File: src/core/sad_defs.svh
`ifndef SAD_DEFS_SVH
`define SAD_DEFS_SVH
// ****************************************
// Memory map
// ****************************************
`define SAD_REG_SHADOW     3'h0
`define SAD_REG_FLASH      3'h1
`define SAD_REG_SRAM       3'h3
`define SAD_REG_EXT        3'h5
`define SAD_REG_PERIPH     3'h7
`define SAD_FLASH_BASE     32'h2000_0000
`define SAD_FLASH_CFG      32'h2020_0000
`define SAD_SRAM_BASE      32'h6000_0000
`define SAD_EXT_BASE       32'ha000_0000
`define SAD_SMC_CFG        32'hbfff_f000
`define SAD_GEN_BASE       32'he000_0000
`define SAD_PER_BASE       32'he004_0000
`define SAD_NET_BASE       32'he008_0000
`define SAD_VIC_BASE       32'hffff_f000
`define SAD_VEC_LAST       32'h0000_001c
`define SAD_VEC_PABT       32'h0000_000c
`define SAD_VEC_DABT       32'h0000_0010
`define SAD_GEN_SLOTS      32'h0000_057f
`define SAD_PER_SLOTS      32'h0000_00ff
`define SAD_NET_SLOTS      32'h0000_1fff
// ****************************************
// Target select bit positions, target count and shadow select codes
// ****************************************
`define SAD_T_FLASH        0
`define SAD_T_FCFG         1
`define SAD_T_SRAM         2
`define SAD_T_EXT          3
`define SAD_T_SMC          4
`define SAD_T_GEN          5
`define SAD_T_PER          6
`define SAD_T_NET          7
`define SAD_T_VIC          8
`define SAD_NTGT           9
`define SAD_SH_FLASH       2'h0
`define SAD_SH_SRAM        2'h1
`define SAD_SH_EXT         2'h2
`endif

File: src/core/sad_pkg.sv
package sad_pkg;
  typedef enum logic [2:0] {
    SAD_IDLE = 3'b001,
    SAD_ERR1 = 3'b010,
    SAD_ERR2 = 3'b100
  } sad_err_t;
endpackage : sad_pkg
File: src/core/sad_decoder.sv
`timescale 1ns/10ps
`include "sad_defs.svh"
module sad_decoder #(
  parameter logic [31:0] GEN_SLOTS = `SAD_GEN_SLOTS,
  parameter logic [31:0] PER_SLOTS = `SAD_PER_SLOTS,
  parameter logic [31:0] NET_SLOTS = `SAD_NET_SLOTS
) (
  input  wire logic                       mclk,
  input  wire logic                       nrst,
  input  wire logic [31:0]                haddr,
  input  wire logic [1:0]                 htrans,
  input  wire logic                       hwrite,
  input  wire logic [2:0]                 hsize,
  input  wire logic [3:0]                 hprot,
  input  wire logic                       hready,
  input  wire logic [1:0]                 shadowSel,
  input  wire logic [`SAD_NTGT-1:0]       slvReady,
  input  wire logic [`SAD_NTGT-1:0]       slvResp,
  input  wire logic [`SAD_NTGT*32-1:0]    slvRdata,
  output logic      [`SAD_NTGT-1:0]       tgtSel,
  output logic      [31:0]                slvAddr,
  output logic      [2:0]                 slvSize,
  output logic      [4:0]                 slotIdx,
  output logic                            hreadyOut,
  output logic                            hresp,
  output logic      [31:0]                hrdata,
  output logic                            fetchAbort,
  output logic                            dataAbort
);
  // ****************************************
  // Address phase decode
  // ****************************************
  function automatic logic slot_ok(input logic [31:0] mask, input logic [4:0] s);
    slot_ok = mask[s];
  endfunction : slot_ok

  logic        xfer;
  logic [31:0] effAddr;
  logic        unmapped;
  logic [4:0]  slot;

  assign xfer = htrans[1] & hready;
  assign slot = haddr[16:12];

  always_comb begin
    tgtSel   = '0;
    effAddr  = haddr;
    unmapped = 1'b0;
    // Shadow area resolves to the chosen region first, so vectors follow it
    if (haddr[31:29] == `SAD_REG_SHADOW) begin
      if (shadowSel == `SAD_SH_SRAM) begin
        effAddr = `SAD_SRAM_BASE | {3'h0, haddr[28:0]};
      end else if (shadowSel == `SAD_SH_EXT) begin
        effAddr = `SAD_EXT_BASE | {3'h0, haddr[28:0]};
      end else begin
        effAddr = `SAD_FLASH_BASE | {3'h0, haddr[28:0]};
      end
    end
    if (effAddr[31:29] == `SAD_REG_FLASH && effAddr[28:21] == 8'h00) begin
      tgtSel[`SAD_T_FLASH] = 1'b1;
    end else if (effAddr[31:12] == 20'(`SAD_FLASH_CFG >> 12)) begin
      tgtSel[`SAD_T_FCFG] = 1'b1;
    end else if (effAddr[31:29] == `SAD_REG_SRAM && effAddr[28:19] == 10'h000) begin
      tgtSel[`SAD_T_SRAM] = 1'b1;
    end else if (effAddr[31:12] == 20'(`SAD_SMC_CFG >> 12)) begin
      tgtSel[`SAD_T_SMC] = 1'b1;
    end else if (effAddr[31:29] == `SAD_REG_EXT) begin
      tgtSel[`SAD_T_EXT] = 1'b1;
    end else if (effAddr[31:17] == 15'(`SAD_GEN_BASE >> 17)) begin
      tgtSel[`SAD_T_GEN] = slot_ok(GEN_SLOTS, slot);
      unmapped           = ~slot_ok(GEN_SLOTS, slot);
    end else if (effAddr[31:17] == 15'(`SAD_PER_BASE >> 17)) begin
      tgtSel[`SAD_T_PER] = slot_ok(PER_SLOTS, slot);
      unmapped           = ~slot_ok(PER_SLOTS, slot);
    end else if (effAddr[31:17] == 15'(`SAD_NET_BASE >> 17)) begin
      tgtSel[`SAD_T_NET] = slot_ok(NET_SLOTS, slot);
      unmapped           = ~slot_ok(NET_SLOTS, slot);
    end else if (effAddr[31:12] == 20'(`SAD_VIC_BASE >> 12)) begin
      tgtSel[`SAD_T_VIC] = 1'b1;
    end else begin
      unmapped = 1'b1;
    end
    if (!xfer) begin
      tgtSel = '0;
    end
  end

  // Only slot offset matters to a peripheral; higher bits are not checked there
  assign slotIdx = slot;

  always_comb begin
    slvAddr = effAddr;
    slvSize = hsize;
    // Byte writes widen to a word so the slave never sees a size it may refuse
    if (hwrite && hsize == 3'h0) begin
      slvSize = 3'h2;
      slvAddr = {effAddr[31:2], 2'h0};
    end
  end

  // ****************************************
  // Data phase: error slave and response mux
  // ****************************************
  sad_pkg::sad_err_t            state_ff;
  sad_pkg::sad_err_t            nxt_state;
  logic [`SAD_NTGT-1:0]         dsel_ff;
  logic [`SAD_NTGT-1:0]         nxt_dsel;
  logic                         fetch_ff;
  logic                         nxt_fetch;

  always_comb begin
    nxt_state = state_ff;
    nxt_dsel  = dsel_ff;
    nxt_fetch = fetch_ff;
    case (state_ff)
      sad_pkg::SAD_IDLE: begin
        if (hready) begin
          nxt_dsel = tgtSel;
        end
        if (xfer && unmapped) begin
          nxt_state = sad_pkg::SAD_ERR1;
          nxt_fetch = ~hprot[0];
        end
      end
      sad_pkg::SAD_ERR1: begin
        nxt_state = sad_pkg::SAD_ERR2;
      end
      sad_pkg::SAD_ERR2: begin
        // Ready shows again here, so a transfer the master did not cancel is taken now
        nxt_state = sad_pkg::SAD_IDLE;
        nxt_dsel  = hready ? tgtSel : '0;
        if (xfer && unmapped) begin
          nxt_state = sad_pkg::SAD_ERR1;
          nxt_fetch = ~hprot[0];
        end
      end
      default: begin
        nxt_state = sad_pkg::SAD_IDLE;
      end
    endcase
  end

  always_ff @(posedge mclk) begin
    if (!nrst) begin
      state_ff <= sad_pkg::SAD_IDLE;
      dsel_ff  <= '0;
      fetch_ff <= 1'b0;
    end else begin
      state_ff <= nxt_state;
      dsel_ff  <= nxt_dsel;
      fetch_ff <= nxt_fetch;
    end
  end

  // The core holds the fetch flag in its pipeline; aborting is its call
  assign fetchAbort = (state_ff == sad_pkg::SAD_ERR1) & fetch_ff;
  assign dataAbort  = (state_ff == sad_pkg::SAD_ERR1) & ~fetch_ff;

  // Mapped slaves answer for themselves, so undefined offsets do not abort
  always_comb begin
    hreadyOut = 1'b1;
    hresp     = 1'b0;
    hrdata    = '0;
    if (state_ff == sad_pkg::SAD_ERR1) begin
      hreadyOut = 1'b0;
      hresp     = 1'b1;
    end else if (state_ff == sad_pkg::SAD_ERR2) begin
      hresp = 1'b1;
    end else begin
      for (int i = 0; i < `SAD_NTGT; i++) begin
        if (dsel_ff[i]) begin
          hreadyOut = slvReady[i];
          hresp     = slvResp[i];
          hrdata    = slvRdata[i*32 +: 32];
        end
      end
    end
  end
endmodule : sad_decoder

File: config.mk
export PLATFORM = sky130hd
export DESIGN_NAME = sad_decoder
export DESIGN_NICKNAME = d
export VERILOG_FILES = /design/src/core/sad_pkg.sv /design/src/core/sad_decoder.sv
export VERILOG_INCLUDE_DIRS = /design/src /design/src/core
export SDC_FILE = /design/constraint.sdc
export NUM_CORES = 1
export LEC_CHECK = 0
export ABC_CLOCK_PERIOD_IN_PS = 1540
export BUFFER_PORTS_ARGS = -buffer_cell sky130_fd_sc_hd__buf_2
export CAP_MARGIN = 20
export CORE_AREA = 5 5 167 169
export DETAILED_ROUTE_END_ITERATION = 12
export DIE_AREA = 0 0 172 174
export GPL_TIMING_DRIVEN = 0
export PLACE_DENSITY = 0.4
export SLEW_MARGIN = 20
export SYNTH_ARGS = -nofsm -noshare
export SYNTH_HDL_FRONTEND = slang
export SYNTH_SLANG_ARGS = --single-unit
export TNS_END_PERCENT = 20
File: constraint.sdc
create_clock -name mclk -period 1.54 [get_ports mclk]
set_clock_uncertainty 0.05 [all_clocks]
set_input_delay 0 -clock mclk [delete_from_list [all_inputs] [get_ports mclk]]
set_output_delay 0 -clock mclk [all_outputs]
set_load 0.1 [all_outputs]
Word level (Yosys, flattened, before mapping):

Memory sizes are Yosys's and may differ from the RTL's.
Cells that the tools add are included.

* bits in writable memories: 0
* bits in registers: 13
* bits in latches: 0
* output and inout port bits: 85
* memory bits (read-only): 96
* word-level logic and storage cells: 118
* input bits: 353
* memories kept: 3

* bitwise operators: 8
* multiplexer cells: 75
* multipliers: 0
* shift-type cells: 0
* reduce and logical (&&, ||, !) cells: 12
* add/subtract/negate cells: 0
* divide/modulo/power cells: 0
* magnitude comparators: 1
* equality and inequality tests: 16

Memory list
* (name not given): words 32, width 1, rd ports 1, clocked after memory_dff 0, write ports 0, line sad_decoder.sv:34 `slot_ok = mask[s];`
* (name not given): words 32, width 1, rd ports 1, clocked after memory_dff 0, write ports 0, line sad_decoder.sv:34
* (name not given): words 32, width 1, rd ports 1, clocked after memory_dff 0, write ports 0, line sad_decoder.sv:34

Operators by type and width (count)
* 32-bit two-way mux: 14
* 15-bit equality test (second input constant): 3
* 1-bit two-way mux: 45
* 20-bit equality test (second input constant): 2
* 9-bit two-way mux: 3
* 20-bit by 18-bit equality test with 1-bit output (second input constant): 1
* 9-bit case mux with 2 select lines: 1
* 10-bit zero test: 1
* 3-bit two-way mux: 3
* 3-bit case mux with 3 select lines: 1
* 8-bit zero test: 1
* 4-bit two-way mux: 2
* 8-bit two-way mux: 1
* 7-bit two-way mux: 1
* 3-bit by 1-bit equality test with 1-bit output (second input constant): 2
* 3-bit by 2-bit equality test with 1-bit output (second input constant): 2
* 3-bit equality test (second input constant): 2
* 3-bit zero test: 2
* 5-bit by 6-bit < comparator with 1-bit output (second input constant): 1
* 2-bit two-way mux: 3
* 6-bit two-way mux: 1
* 1-bit inverter: 5
* 1-bit logical AND: 4
* 2-bit != test (second input constant): 2
* 6 further kinds: 9

Depth between registers and ports, before layout:

* depth in word-level cells: 17
* gate-level depth with buffers: 9
* depth with buffers taken out: 6

Worst setup path before layout:

No wires, ideal clock.

* kind: input port to flip-flop
* start: input haddr[29]
* end: register dsel_ff[2]
* path buffers: 0
* setup slack: -2.634 ns
* required time: 1.416 ns
* stages on the path: 5
* arrival time: 4.051 ns
* library setup time: 0.074 ns
* cells stage by stage: or4b_1 -> a211o_1 -> nor4_1 -> nand2_1 -> a21oi_1

* word-level cells in the longest chain between the ends: 10
* elaborated cells on any way between the ends: 16
* those cells by class: eq/ne: 3; mux: 8; reduce/logical: 5

Ends and longest elaborated chain
* from (decl): line sad_decoder.sv:10 `input wire logic [31:0] haddr,`
* 3-bit zero test (no line)
* 32-bit two-way mux (*): line sad_decoder.sv:50 `` if (haddr[31:29] == `SAD_REG_SHADOW) begin ``
* 10-bit zero test or 3-bit by 2-bit equality test with 1-bit output (tied branches)
* 1-bit logical AND: line sad_decoder.sv:63 `` end else if (effAddr[31:29] == `SAD_REG_SRAM && effAddr[28:19] == 10'h000) begin ``
* 1-bit two-way mux: line sad_decoder.sv:63
* 7-bit two-way mux: line sad_decoder.sv:61 `` end else if (effAddr[31:12] == 20'(`SAD_FLASH_CFG >> 12)) begin ``
* 8-bit two-way mux (*): line sad_decoder.sv:59 `` if (effAddr[31:29] == `SAD_REG_FLASH && effAddr[28:21] == 8'h00) begin ``
* 9-bit two-way mux (*): line sad_decoder.sv:83 `if (!xfer) begin`
* named net tgtSel[2]: line sad_decoder.sv:20 `` output logic [`SAD_NTGT-1:0] tgtSel, ``
* 9-bit two-way mux (on tied branches): line sad_decoder.sv:131, sad_decoder.sv:117
* 9-bit case mux with 2 select lines (*): line sad_decoder.sv:115 `case (state_ff)`
* to (signal assigned): line sad_decoder.sv:150 `dsel_ff <= nxt_dsel;`
* to (decl): line sad_decoder.sv:106 `` logic [`SAD_NTGT-1:0] dsel_ff; ``

Mark *: on every way through the listed nets, which the timed path passes. The rest lies on a longest branch. The select of a mux whose other input is x is not followed.
A chain may end at the register's enable or synchronous reset.

Worst setup path in the final report:

* start: register dsel_ff[1]
* end: output hreadyOut

* word-level cells in the longest chain between the ends: 10

Ends and longest elaborated chain
* 1-bit two-way mux (8 in series): line sad_decoder.sv:171 `if (dsel_ff[i]) begin`
* 1-bit two-way mux: line sad_decoder.sv:167 `end else if (state_ff == sad_pkg::SAD_ERR2) begin`
* 1-bit two-way mux: line sad_decoder.sv:164 `if (state_ff == sad_pkg::SAD_ERR1) begin`
* to (decl): line sad_decoder.sv:24 `output logic hreadyOut,`

No other way between the ends.

==> out/results.ini <==
[run_status]
outcome = finished with violations
failed_checks = negative setup slack

[synthesis]
syn-cell-area_sq_um = 4160
synth-seq-cells = 13
synth-async-reset-ratio = 0
yosysTopAreaCell = a21oi_1
synth_commonest_cells = a21oi_1 (143), inv_1 (70), nor2b_1 (70), a221oi_1 (67), clkbuf_1 (67)
yosysSeqAreaShare = 0.0625
yosysUniqueCellTypes = 49
synth_fp_nets = 1069
synth_warnings = 0
synth.most_common_cell = a21oi_1
synth_top_area_share = 0.172
ys_top_cells_by_area = a21oi_1 (17%), a221oi_1 (14%), nor2b_1 (11%)
synth_ff_type = dfxtp_1
synth.avg_cell_area_sq_um = 5.81
synth_cells = 716
synth-edff-count = 0

[pwr]
power_density_nw_per_um2 = 247
p_total_mw = 2.20
p_switching_mw = 1.01
p_leak_nw = 3.94
switching_share = 0.461
p_clk_frac = 0.224
peakVddDrop_mv = 0.238
p_comb_frac = 0.619
power.internal_mw = 1.19
seqPwrFrac = 0.157

[floorplan]
initial_utilization = 0.158
io_pins = 438
core_area_sq_um = 26400
die_area_sq_um = 29900
die_height_um = 174
die_w_um = 172
placementRows = 60

[sta]
hold_viol = 0
setup_tns_ns = -22.40
worst_slack_ns = -0.739
max_slew.worst_pin.slew_ns = 0.781
fin_crit_sh = 1.48
setup_viol = 45
finalCriticalPeriod_ns = 2.28
rsz0062_at_grt = true
final_max_slew_viol_count = 0
maxSlewHeadroom = 0.479
fmax_ghz = 0.439

[grt]
overflow = 0
grt.total_usage = 0.213
antenna_found_initial = 29
grt_pass1_vias = 7347
grt_first_pass_wirelength_um = 47800
grt_max_degree = 11

[final_layout]
drive_gt1_frac = 0.612
area_delta_synth_final_pct = 114
finalNetCount = 1498
nFillCells = 2990
fin_util = 0.338

[clocking]
cts_made_buffers = 3
clock_sinks = 13
cts_tree = yes
clk_latency_ns = 0.24
cts_max_path_buffers = 2
clockRootBuffer = clkbuf_16
cts_max_level = 1
path_clk_slew_ns = 0.05

[place]
port_buffers = 422
place_congestion = 0.856
place_ws_ns = -1.46
dp_hpwl_um = 29300

[job]
cap_violations = 0

[worst_setup_path]
ff2ff_path_depth = 5
critPathMaxFanout = 4
critPathKind = reg -> out
cp_data_required_time_ns = 1.49
arrival_ns = 2.23
crit_path_start_kind = flop
cp-end-kind = output port

[drt]
vias_per_cell = 4.79
drt_iter0_drc = 310
routed_wl_um = 34200
antenna_left = 0
drt_pre_antenna_iters = 5
vias = 7190
wl_per_cell_um = 22.8
drc_errors = 0

[worst_hold_path]
min_path_cells = 3
hold_path.class = in -> reg

## registers in the layout, indices dropped and copies added, names as in the netlist
signal,cells
dsel_ff,9
state_ff,3
fetch_ff,1
## path summary, 6_finish.rpt
path	slack, ns	endpoint	startpoint
max	-0.74	hreadyOut	dsel_ff[1]
max reg2reg	-0.09	dsel_ff[1]	state_ff[2]
min	0.02	fetch_ff	nrst
min reg2reg	0.42	fetch_ff	fetch_ff
## metrics by stage
| step | hold slack, ns | cells | instance area (sq um) |
|---|---|---|---|
| 2_1_floorplan | 0.0907 | 716 | 4810 |
| 3_3_place_gp | 0.215 | 1479 | 7350 |
| 3_5_place_dp | 0.226 | 1479 | 7350 |
| 4_1_cts | 0.0148 | 1481 | 8550 |
| 5_1_grt | 0.0389 | 1498 | 8920 |
| 6_report | 0.0159 | 1501 | 8920 |
## critical path, cell delays in order (launching register included)
cell and delay, ns:
dfxtp_4 0.36, buf_8 0.13, buf_6 0.12, nor2b_4 0.12, o31ai_2 0.26, a221oi_2 0.11, o211ai_1 0.29, nand2_1 0.14
o22ai_4 0.24, buf_12 0.21
## what timing repair did
item / CTS / global route
setup endpoints to repair: 56 / 56
hold buffers: 1 / 0
pin swaps: 50 / 45
buffers inserted: 1 / 4
endpoints found under the hold margin: 1 / 0
gates resized for setup: 299 / 72
## cells in the final DEF (no fill, tap or decap), drive strengths merged, types with 2 or more instances in the layout
master	count
a211oi	2
a21boi	2
a21o	2
a21oi	143
a221oi	67
and3	2
buf	471
clkbuf	62
dfxtp	13
diode	16
inv	71
mux2i	2
nand2	57
nand2b	5
nand3	9
nand3b	2
nand4	4
nor2	19
nor2b	70
nor3	36
nor4	9
nor4b	2
o21ai	35
o22ai	2
o31ai	37
or2	2
or3	2
or4	3
xnor2	2
## layout make-up
cell class,instances,area (sq um),area share
plain buffers,102,810,0.0907
multi-input cells,525,4340,0.486
flip-flops and latches,13,273,0.0306
inverters,72,270,0.0303
clock buffers,4,78.8,0.00883
well taps,341,427,0.0478
diodes,16,40.0,0.00449
repair buffers,428,2690,0.301
## routing by layer
metal	vias up	global-route usage	share of wire
li1	3441	-	-
met1	3340	0.234	0.37
met2	315	0.392	0.52
met3	66	0.0710	0.091
met4	28	0.0511	0.022
met5	-	0	0.0048
## kinds of logic (layout without fill, tap and decap cells)
family	after synthesis	after routing	synth area share
AOI/OAI and AO/OA	294	294	0.444
xor gates and xnor gates	2	2	0.00421
buffers and inverters	178	606	0.191
DFF	13	13	0.0625
muxes	2	2	0.00481
other	0	16	0
and+or+nand+nor	227	227	0.293
## power by group through the flow
stage | registers (mW) | logic [mW] | clock network [mW]
6_report | 0.345 | 1.36 | 0.492
2_1_floorplan | 0.351 | 0.717 | 0
5_1_grt | 0.345 | 1.45 | 0.527
3_5_place_dp | 0.353 | 1.30 | 0
3_3_place_gp | 0.353 | 1.29 | 0
4_1_cts | 0.345 | 1.36 | 0.508
No activity file was read; power rests on OpenSTA's default activity.
